$ cat config.mk
export PLATFORM = sky130hd
export DESIGN_NAME = bridge_io_window_secondary_status
export DESIGN_NICKNAME = d
export VERILOG_FILES = /design/src/common/bridge_regs_pkg.sv /design/src/bridge_io_window_secondary_status.sv /design/src/tenure_timer.sv
export SDC_FILE = /design/constraint.sdc
export NUM_CORES = 1
export LEC_CHECK = 0
export BUFFER_PORTS_ARGS = -buffer_cell sky130_fd_sc_hd__buf_2
export CAP_MARGIN = 20
export CORE_ASPECT_RATIO = 0.5
export CORE_MARGIN = 2
export CORE_UTILIZATION = 45
export DETAILED_ROUTE_END_ITERATION = 8
export PLACE_DENSITY = 0.85
export SLEW_MARGIN = 20
export SYNTH_ARGS = -nofsm -noshare
export SYNTH_HDL_FRONTEND = slang
export SYNTH_SLANG_ARGS = --single-unit
$ cat constraint.sdc
create_clock -name hclk -period 3 [get_ports hclk]
set_input_delay 0.3 -clock hclk [delete_from_list [all_inputs] [get_ports hclk]]
set_output_delay 0.3 -clock hclk [all_outputs]
set_load 0.05 [all_outputs]
$ cat src/common/bridge_regs_pkg.sv
package bridge_regs_pkg;

    // Register indices as printed; each register takes one word at four times its index.
    localparam logic [7:0] LAT_IDX    = 8'h1b;
    localparam logic [7:0] BASE_IDX   = 8'h1c;
    localparam logic [7:0] LIMIT_IDX  = 8'h1d;
    localparam logic [7:0] STATUS_IDX = 8'h1e;
    localparam logic [7:0] MASK_IDX   = 8'h20;

    // Byte addresses on the register bus.
    localparam logic [9:0] LAT_ADDR    = {LAT_IDX, 2'h0};
    localparam logic [9:0] BASE_ADDR   = {BASE_IDX, 2'h0};
    localparam logic [9:0] LIMIT_ADDR  = {LIMIT_IDX, 2'h0};
    localparam logic [9:0] STATUS_ADDR = {STATUS_IDX, 2'h0};
    localparam logic [9:0] MASK_ADDR   = {MASK_IDX, 2'h0};

    // Reset values.
    localparam logic [7:0]  LAT_RESET    = 8'h00;
    localparam logic [7:0]  BASE_RESET   = 8'hf0;
    localparam logic [7:0]  LIMIT_RESET  = 8'h00;
    localparam logic [15:0] STATUS_RESET = 16'h02a0;
    localparam logic [15:0] MASK_RESET   = 16'h0000;

    // Field positions.
    localparam int LAT_MSB     = 7;
    localparam int LAT_LSB     = 3;
    localparam int WIN_MSB     = 7;
    localparam int WIN_LSB     = 4;
    localparam int PERR_BIT    = 15;
    localparam int SERR_BIT    = 14;
    localparam int MABORT_BIT  = 13;
    localparam int TABORT_BIT  = 12;
    localparam int TSIG_BIT    = 11;
    localparam int TIMING_LSB  = 9;
    localparam int MPERR_BIT   = 8;
    localparam int B2B_BIT     = 7;
    localparam int SPEED_BIT   = 5;

    // Fixed status codes and the writable-one-to-clear bits.
    localparam logic [1:0]  TIMING_CODE   = 2'h1;
    localparam logic [15:0] STATUS_W1C    = 16'hb000;

    // The window decodes address bits 15:12; the low twelve bits are implied.
    localparam logic [11:0] WIN_LOW_FILL  = 12'h000;
    localparam logic [11:0] WIN_HIGH_FILL = 12'hfff;

    // Each unit of the latency value stands for this many clocks, as a left shift.
    localparam int TENURE_SHIFT = 3;

    // Bus transfer type bit that marks an active transfer.
    localparam int HTRANS_ACTIVE_BIT = 1;

endpackage : bridge_regs_pkg

$ cat src/bridge_io_window_secondary_status.sv
`timescale 1ns/1ps

// Function
// Bits 7:3 of the latency register hold a five-bit tenure value, and zero disables it.
// The tenure value limits how long the bridge holds the secondary bus as master.
// Bits 7:4 of the I/O base register give address bits 15:12 of the window bottom.
// Only the upper four bits of the I/O base and limit registers can be written.
// An I/O access is forwarded when base <= address <= limit.
// The bottom comparison treats address bits 11:0 as zeros.
// The top comparison treats address bits 11:0 as ones.
// Status bit 15 sets on a secondary bus address or data parity error.
// Status bit 13 sets when a host transfer ends with an unexpected master abort.
// Status bit 12 sets when a bridge transfer is ended by a target abort.
// Status bits 15, 13 and 12 clear only by writing one; zero leaves them.
// Status bits 14, 11 and 8 always read as zero.
// Status bits 10:9 read the fixed medium select timing code 01b.
// Status bit 7 reads one to show fast back-to-back target support.
// Status bit 5 reads one to show the secondary bus runs at 66 MHz.
// Reserved bits read zero and ignore writes.
module bridge_io_window_secondary_status (
    input  wire logic        hclk,
    input  wire logic        hresetn,
    input  wire logic        hsel,
    input  wire logic [31:0] haddr,
    input  wire logic [1:0]  htrans,
    input  wire logic        hwrite,
    input  wire logic [2:0]  hsize,
    input  wire logic [31:0] hwdata,
    input  wire logic        hready,
    output logic             hreadyout,
    output logic             hresp,
    output logic [31:0]      hrdata,
    input  wire logic        sec_parity_error,
    input  wire logic        sec_master_abort,
    input  wire logic        sec_target_abort,
    input  wire logic        master_frame,
    input  wire logic        grant_held,
    output logic             tenure_stop,
    input  wire logic        io_req_valid,
    input  wire logic [15:0] io_req_addr,
    output logic             io_forward_valid,
    output logic             io_forward,
    output logic             irq
);

    typedef enum logic {ST_IDLE, ST_ACCESS} bus_state_type;

    bus_state_type state_reg;
    logic [9:0]    acc_addr_reg;
    logic          acc_write_reg;
    logic          hreadyout_reg;
    logic          hresp_reg;
    logic [31:0]   hrdata_reg;
    logic [4:0]    lat_value_reg;
    logic [3:0]    io_base_reg;
    logic [3:0]    io_limit_reg;
    logic          parity_error_seen_reg;
    logic          master_abort_received_reg;
    logic          target_abort_received_reg;
    logic [15:0]   irq_mask_reg;
    logic          irq_reg;
    logic          io_forward_reg;
    logic          io_forward_valid_reg;
    logic          accept;
    logic          wr_lat;
    logic          wr_base;
    logic          wr_limit;
    logic          wr_status;
    logic          wr_mask;
    logic [15:0]   status_value;
    logic [31:0]   read_value;
    logic [15:0]   window_low;
    logic [15:0]   window_high;

    assign hreadyout        = hreadyout_reg;
    assign hresp            = hresp_reg;
    assign hrdata           = hrdata_reg;
    assign irq              = irq_reg;
    assign io_forward       = io_forward_reg;
    assign io_forward_valid = io_forward_valid_reg;

    // An address phase is taken only while the bus is ready and the slave selected.
    assign accept = hsel && htrans[bridge_regs_pkg::HTRANS_ACTIVE_BIT] && hready;

    // Every transfer takes one wait state so writes land before any following read.
    always_ff @(posedge hclk or negedge hresetn) begin
        if (!hresetn) begin
            state_reg     <= ST_IDLE;
            acc_addr_reg  <= 10'h000;
            acc_write_reg <= 1'b0;
            hreadyout_reg <= 1'b1;
        end else begin
            case (state_reg)
                ST_IDLE: begin
                    if (accept) begin
                        state_reg     <= ST_ACCESS;
                        acc_addr_reg  <= haddr[9:0];
                        acc_write_reg <= hwrite;
                        hreadyout_reg <= 1'b0;
                    end
                end
                ST_ACCESS: begin
                    state_reg     <= ST_IDLE;
                    hreadyout_reg <= 1'b1;
                end
                default: begin
                    state_reg     <= ST_IDLE;
                    hreadyout_reg <= 1'b1;
                end
            endcase
        end
    end

    // The slave never signals an error, so unmapped words simply read zero.
    always_ff @(posedge hclk or negedge hresetn) begin
        if (!hresetn) begin
            hresp_reg <= 1'b0;
        end else begin
            hresp_reg <= 1'b0;
        end
    end

    // Write strobes fire in the wait cycle of the data phase, when hwdata stands.
    always_comb begin
        wr_lat    = 1'b0;
        wr_base   = 1'b0;
        wr_limit  = 1'b0;
        wr_status = 1'b0;
        wr_mask   = 1'b0;
        if (state_reg == ST_ACCESS && acc_write_reg) begin
            if (acc_addr_reg == bridge_regs_pkg::LAT_ADDR) begin
                wr_lat = 1'b1;
            end else if (acc_addr_reg == bridge_regs_pkg::BASE_ADDR) begin
                wr_base = 1'b1;
            end else if (acc_addr_reg == bridge_regs_pkg::LIMIT_ADDR) begin
                wr_limit = 1'b1;
            end else if (acc_addr_reg == bridge_regs_pkg::STATUS_ADDR) begin
                wr_status = 1'b1;
            end else if (acc_addr_reg == bridge_regs_pkg::MASK_ADDR) begin
                wr_mask = 1'b1;
            end
        end
    end

    // Only the tenure field is stored; bits 2:0 have no flops at all.
    always_ff @(posedge hclk or negedge hresetn) begin
        if (!hresetn) begin
            lat_value_reg <= bridge_regs_pkg::LAT_RESET[bridge_regs_pkg::LAT_MSB:
                                                        bridge_regs_pkg::LAT_LSB];
        end else if (wr_lat) begin
            lat_value_reg <= hwdata[bridge_regs_pkg::LAT_MSB:bridge_regs_pkg::LAT_LSB];
        end
    end

    // Window bounds keep only their upper nibble; the low nibble is not writable.
    always_ff @(posedge hclk or negedge hresetn) begin
        if (!hresetn) begin
            io_base_reg  <= bridge_regs_pkg::BASE_RESET[bridge_regs_pkg::WIN_MSB:
                                                        bridge_regs_pkg::WIN_LSB];
            io_limit_reg <= bridge_regs_pkg::LIMIT_RESET[bridge_regs_pkg::WIN_MSB:
                                                         bridge_regs_pkg::WIN_LSB];
        end else begin
            if (wr_base) begin
                io_base_reg <= hwdata[bridge_regs_pkg::WIN_MSB:bridge_regs_pkg::WIN_LSB];
            end
            if (wr_limit) begin
                io_limit_reg <= hwdata[bridge_regs_pkg::WIN_MSB:bridge_regs_pkg::WIN_LSB];
            end
        end
    end

    // A new error wins over a clear in the same cycle so no event is lost.
    always_ff @(posedge hclk or negedge hresetn) begin
        if (!hresetn) begin
            parity_error_seen_reg     <= bridge_regs_pkg::STATUS_RESET[bridge_regs_pkg::PERR_BIT];
            master_abort_received_reg <= bridge_regs_pkg::STATUS_RESET[bridge_regs_pkg::MABORT_BIT];
            target_abort_received_reg <= bridge_regs_pkg::STATUS_RESET[bridge_regs_pkg::TABORT_BIT];
        end else begin
            if (sec_parity_error) begin
                parity_error_seen_reg <= 1'b1;
            end else if (wr_status && hwdata[bridge_regs_pkg::PERR_BIT]) begin
                parity_error_seen_reg <= 1'b0;
            end
            if (sec_master_abort) begin
                master_abort_received_reg <= 1'b1;
            end else if (wr_status && hwdata[bridge_regs_pkg::MABORT_BIT]) begin
                master_abort_received_reg <= 1'b0;
            end
            if (sec_target_abort) begin
                target_abort_received_reg <= 1'b1;
            end else if (wr_status && hwdata[bridge_regs_pkg::TABORT_BIT]) begin
                target_abort_received_reg <= 1'b0;
            end
        end
    end

    // The mask shares the status layout; only the sticky error positions exist.
    always_ff @(posedge hclk or negedge hresetn) begin
        if (!hresetn) begin
            irq_mask_reg <= bridge_regs_pkg::MASK_RESET;
        end else if (wr_mask) begin
            irq_mask_reg <= hwdata[15:0] & bridge_regs_pkg::STATUS_W1C;
        end
    end

    // Assemble the status word; capability bits are constants, not flops.
    always_comb begin
        status_value = 16'h0000;
        status_value[bridge_regs_pkg::PERR_BIT]   = parity_error_seen_reg;
        status_value[bridge_regs_pkg::SERR_BIT]   = 1'b0;
        status_value[bridge_regs_pkg::MABORT_BIT] = master_abort_received_reg;
        status_value[bridge_regs_pkg::TABORT_BIT] = target_abort_received_reg;
        status_value[bridge_regs_pkg::TSIG_BIT]   = 1'b0;
        status_value[bridge_regs_pkg::TIMING_LSB +: 2] = bridge_regs_pkg::TIMING_CODE;
        status_value[bridge_regs_pkg::MPERR_BIT]  = 1'b0;
        status_value[bridge_regs_pkg::B2B_BIT]    = 1'b1;
        status_value[bridge_regs_pkg::SPEED_BIT]  = 1'b1;
    end

    // Read mux; narrow registers sit at their field bits in the low byte and the rest reads zero.
    always_comb begin
        read_value = 32'h0000_0000;
        if (acc_addr_reg == bridge_regs_pkg::LAT_ADDR) begin
            read_value[bridge_regs_pkg::LAT_MSB:bridge_regs_pkg::LAT_LSB] = lat_value_reg;
        end else if (acc_addr_reg == bridge_regs_pkg::BASE_ADDR) begin
            read_value[bridge_regs_pkg::WIN_MSB:bridge_regs_pkg::WIN_LSB] = io_base_reg;
        end else if (acc_addr_reg == bridge_regs_pkg::LIMIT_ADDR) begin
            read_value[bridge_regs_pkg::WIN_MSB:bridge_regs_pkg::WIN_LSB] = io_limit_reg;
        end else if (acc_addr_reg == bridge_regs_pkg::STATUS_ADDR) begin
            read_value[15:0] = status_value;
        end else if (acc_addr_reg == bridge_regs_pkg::MASK_ADDR) begin
            read_value[15:0] = irq_mask_reg;
        end
    end

    // Read data is captured in the wait cycle and stands until the next read.
    always_ff @(posedge hclk or negedge hresetn) begin
        if (!hresetn) begin
            hrdata_reg <= 32'h0000_0000;
        end else if (state_reg == ST_ACCESS && !acc_write_reg) begin
            hrdata_reg <= read_value;
        end
    end

    // The interrupt is a level: high while any unmasked sticky bit is set.
    always_ff @(posedge hclk or negedge hresetn) begin
        if (!hresetn) begin
            irq_reg <= 1'b0;
        end else begin
            irq_reg <= |(status_value & irq_mask_reg);
        end
    end

    // Window edges: bits 11:0 are implied zeros below and ones above.
    assign window_low  = {io_base_reg, bridge_regs_pkg::WIN_LOW_FILL};
    assign window_high = {io_limit_reg, bridge_regs_pkg::WIN_HIGH_FILL};

    // A base above the limit leaves the window empty, which is how software shuts it.
    always_ff @(posedge hclk or negedge hresetn) begin
        if (!hresetn) begin
            io_forward_valid_reg <= 1'b0;
            io_forward_reg       <= 1'b0;
        end else begin
            io_forward_valid_reg <= io_req_valid;
            if (io_req_valid) begin
                io_forward_reg <= (io_req_addr >= window_low)
                                  && (io_req_addr <= window_high);
            end
        end
    end

    // The tenure counter lives in its own module; its stop output is a flop.
    tenure_timer u_tenure_timer (
        .clk          (hclk),
        .rst_n        (hresetn),
        .limit_value  (lat_value_reg),
        .frame_active (master_frame),
        .grant_held   (grant_held),
        .stop         (tenure_stop)
    );
endmodule : bridge_io_window_secondary_status

$ cat src/tenure_timer.sv
`timescale 1ns/1ps

module tenure_timer (
    input  wire logic       clk,
    input  wire logic       rst_n,
    input  wire logic [4:0] limit_value,
    input  wire logic       frame_active,
    input  wire logic       grant_held,
    output logic            stop
);

    logic [7:0] count_reg;
    logic       frame_d_reg;
    logic       stop_reg;
    logic       expired;

    assign stop = stop_reg;

    // Track the start of each tenure so the count reloads once per frame.
    always_ff @(posedge clk or negedge rst_n) begin
        if (!rst_n) begin
            frame_d_reg <= 1'b0;
        end else begin
            frame_d_reg <= frame_active;
        end
    end

    // Count down the programmed tenure; a zero value never loads a limit.
    always_ff @(posedge clk or negedge rst_n) begin
        if (!rst_n) begin
            count_reg <= 8'h00;
        end else if (frame_active && !frame_d_reg) begin
            count_reg <= 8'({3'h0, limit_value} << bridge_regs_pkg::TENURE_SHIFT);
        end else if (frame_active && count_reg != 8'h00) begin
            count_reg <= count_reg - 8'h01;
        end
    end

    // Expiry alone does not end a tenure; the grant must also be gone.
    assign expired = frame_active && frame_d_reg && (count_reg == 8'h00)
                     && (limit_value != 5'h00);

    always_ff @(posedge clk or negedge rst_n) begin
        if (!rst_n) begin
            stop_reg <= 1'b0;
        end else begin
            stop_reg <= expired && !grant_held;
        end
    end

endmodule : tenure_timer
==> results.cfg <==
[synth]
yosys_register_bits = 54
synth.yosys.warnings = 0
netlist.top_cell.by_area = sky130_fd_sc_hd__dfrtp_1
ys_dominant_reg_cell = sky130_fd_sc_hd__dfrtp_1
synthTopCellsByArea = sky130_fd_sc_hd__dfrtp_1, sky130_fd_sc_hd__mux2_2, sky130_fd_sc_hd__buf_4
synth.yosys.seq_area_share = 0.469
post_synth_edffs = 0
leading_cell_type_by_number_of_instances_after_synthesis = sky130_fd_sc_hd__dfrtp_1
async_flop_share = 1.00
ys_top_cells_by_count = sky130_fd_sc_hd__dfrtp_1, sky130_fd_sc_hd__nand2_1, sky130_fd_sc_hd__buf_4
post_synth_inst_count = 288
synthDominantCellAreaShare = 0.424
synth.lib_cells_used.distinct = 50
syn_avg_cell_area_um2 = 10.1
post_synth_instance_area_um2 = 2900

[power_and_ir_drop]
ir_drop_v = 0.000251
combinationalPowerShare = 0.227
fin_total_pwr_w = 0.00203
seq_power_share = 0.447
power_per_cell_area_nw_per_um2 = 601
p_switching_w = 0.000635
power.switching_fraction = 0.313
internal_power_w = 0.00139
clock_power_share = 0.326
leakagePower_nw = 1.63

[grt]
number_of_antenna_violations_at_the_first_check_in_global_routing = 0
grt_first_pass_wirelength_um = 9890
globalRouteOverflowTotal = 0
global_route.usage.total = 0.175
grt_max_degree = 55
grt_pass1_vias = 2176

[finish]
finish.cell_count_without_fillers = 438
number_of_flip_flops_under_the_largest_register_name = 10
multi_input_comb_area_um2 = 1360
fill_count = 536
post_route_cells_drive_above_1_share = 0.283
antenna_diode_instance_count = 0
seq_area_um2 = 1360
nets = 456
areaGrowthSynthToFinish_pct = 16.6

[clock_tree]
path_clk_slew_ns = 0.07
clock_tree.buffer_depth = 2
cts.sink_count = 54
post_cts_hold_buffers = 0
cts-root-buf = sky130_fd_sc_hd__clkbuf_16
tritoncts_clock_tree = yes
cts_setup_buffers = 0
clk_latency_ns = 0.29
numCtsBuffers = 5
cts-htree-levels = 2
post_cts_resize_count = 0

[timing]
grt_setup_unrepaired = no
hold_viol_final = 0
timing.final.crit_share = 0.755
maxSlewHeadroom = 0.500
finClkSkew_ns = 0.00525
timing.final.max_slew_violations = 0
finalWorstPathRequiredPeriod_ns = 2.27
timing_worst_slew_pin_value_ns = 0.743
setup-tns-final_ns = 0
setup_violations = 0
maxClockFrequency_mhz = 441

[detailed_routing]
route.antenna.remaining_nets = 0
drc = 0
post_drt_via_cell_ratio = 5.13
drt-wirelength-per-cell_um = 13.8
detail_route.iter0.violations = 87
route.final.wire_length_um = 6060
vias = 2245
first_pass_iters = 4

[die]
io_pins = 134
floorplan.core_area_um2 = 6130
floorplan.initialDensity = 0.472
die_h_um = 60.7
num_rows = 20
floorplan.die_area_um2 = 7130
die_width_um = 117

[setup_path]
crit_required_ns = 3.22
crit_path_max_fanout = 5
critPathSlowestCell = sky130_fd_sc_hd__or4_4
crit_path_end_kind = flip-flop
worst_setup_path_start_kind = flip-flop
cp_slowest_stage_delay_ns = 0.58
crit_path_cell_trace = or4_4 -> or3_4 -> nor4_4 -> mux2_2
worst-endpoint-arrival_ns = 2.49
criticalPathCategory = flip-flop to flip-flop

[job]
timing.max_cap.violations = 0

[placed_design]
numPortBuffers = 59
gpl.final_weighted_congestion = 0.865
detailed_place_hpwl_um = 4510
placed_cells_incl_taps = 431

[outcome]
status = finished, final reports clean

[worst_hold_path]
timing.hold.worst.class = primary input to asynchronous set/reset pin
critical path: cells and delay by family (launching register included):
family / cells / cell delay (ns)
flops: 1 / 0.38
mux: 1 / 0.39
simple gates: 3 / 1.42
cells by family (layout without fill, tap and decap cells):
| kind of cell | count (synthesis) | after routing | share of synthesized area |
|---|---|---|---|
| multiplexers | 21 | 21 | 0.0799 |
| AO/OA/AOI/OAI | 45 | 45 | 0.109 |
| XOR/XNOR | 1 | 1 | 0.00303 |
| AND/OR/NAND/NOR | 111 | 111 | 0.205 |
| flip-flops | 54 | 54 | 0.469 |
| adder cells (fa/ha/maj) | 10 | 10 | 0.0432 |
| buffers and inverters | 45 | 84 | 0.0899 |
| other | 1 | 24 | 0.00130 |
power by group through the flow:
stage / Combinational [W] / Sequential, W / Clock (W)
finish: 0.000461 / 0.000907 / 0.000661
floorplan: 0.000371 / 0.000902 / 0
global placement: 0.000446 / 0.000913 / 0
detailed placement: 0.000459 / 0.000919 / 0
global route: 0.000522 / 0.000921 / 0.000687
CTS: 0.000463 / 0.000907 / 0.000661
through the flow:
step | utilization | instance area (um2) | setup WS, ns | hold WS [ns]
after floorplan | - | 2980 | 0.890 | 0.00441
after global placement | 0.523 | 3210 | 0.775 | 0.453
after detailed placement | 0.523 | 3210 | 0.739 | 0.459
after CTS | 0.550 | 3370 | 0.730 | 0.155
after global routing | 0.550 | 3370 | 0.680 | 0.182
final | 0.550 | 3370 | 0.734 | 0.114
layout make-up:
type | instances | area share
inverters | 15 | 0.0167
flip-flops and latches | 54 | 0.402
multi-input cells | 212 | 0.404
well taps | 88 | 0.0326
repair buffers | 62 | 0.0942
clock buffers | 6 | 0.0412
clock inverters | 1 | 0.00890
cells in the final DEF, fill, tap and decap left out, types with 2 or more instances in the layout:
master	instances
sky130_fd_sc_hd__inv_1	15
sky130_fd_sc_hd__o21ai_0	12
sky130_fd_sc_hd__clkbuf_16	5
sky130_fd_sc_hd__nor3_1	4
sky130_fd_sc_hd__nand4_1	8
sky130_fd_sc_hd__dfstp_2	5
sky130_fd_sc_hd__a31oi_1	2
sky130_fd_sc_hd__or4b_2	2
sky130_fd_sc_hd__buf_4	3
sky130_fd_sc_hd__nor4_1	7
sky130_fd_sc_hd__mux2_2	17
sky130_fd_sc_hd__nand2b_1	7
sky130_fd_sc_hd__nand3b_1	4
sky130_fd_sc_hd__or3_1	3
sky130_fd_sc_hd__dfrtp_1	49
sky130_fd_sc_hd__o31ai_1	3
sky130_fd_sc_hd__buf_2	59
sky130_fd_sc_hd__a21oi_1	4
sky130_fd_sc_hd__mux2i_1	4
sky130_fd_sc_hd__nor2_1	12
sky130_fd_sc_hd__nand3_1	5
sky130_fd_sc_hd__a21o_1	4
sky130_fd_sc_hd__ha_1	10
sky130_fd_sc_hd__nand2_1	48
sky130_fd_sc_hd__a32o_1	2
sky130_fd_sc_hd__a22o_1	5
sky130_fd_sc_hd__conb_1	24
sky130_fd_sc_hd__a22oi_1	4
layer usage:
metal / track usage / routed length, um / vias to the layer above
met4: 0.0551 / 69 / 0
met5: 0 / 0 / -
met1: 0.220 / 2760 / 1081
met2: 0.319 / 2970 / 62
li1: - / - / 1093
met3: 0.0357 / 259 / 9
path summary, 6_finish.rpt:
| path | slack (ns) | depth (start not counted) | to | from |
|---|---|---|---|---|
| max | 0.73 | 4 | io_base_reg[2]$_DFFE_PN1P_ | acc_addr_reg[9]$_DFFE_PN0P_ |
| min | 0.11 | 2 | lat_value_reg[3]$_DFFE_PN0P_ | hresetn |
| max reg2reg | 0.73 | 4 | io_base_reg[2]$_DFFE_PN1P_ | acc_addr_reg[9]$_DFFE_PN0P_ |
| min reg2reg | 0.48 | 2 | acc_addr_reg[8]$_DFFE_PN0P_ | acc_addr_reg[8]$_DFFE_PN0P_ |
| max in group asynchronous | 2.43 | 2 | acc_addr_reg[4]$_DFFE_PN0P_ | hresetn |
| min in group hclk | 0.17 | 1 | io_forward_valid$_DFF_PN0_ | io_req_valid |
Note: power is estimated with default switching activity, not from simulation.
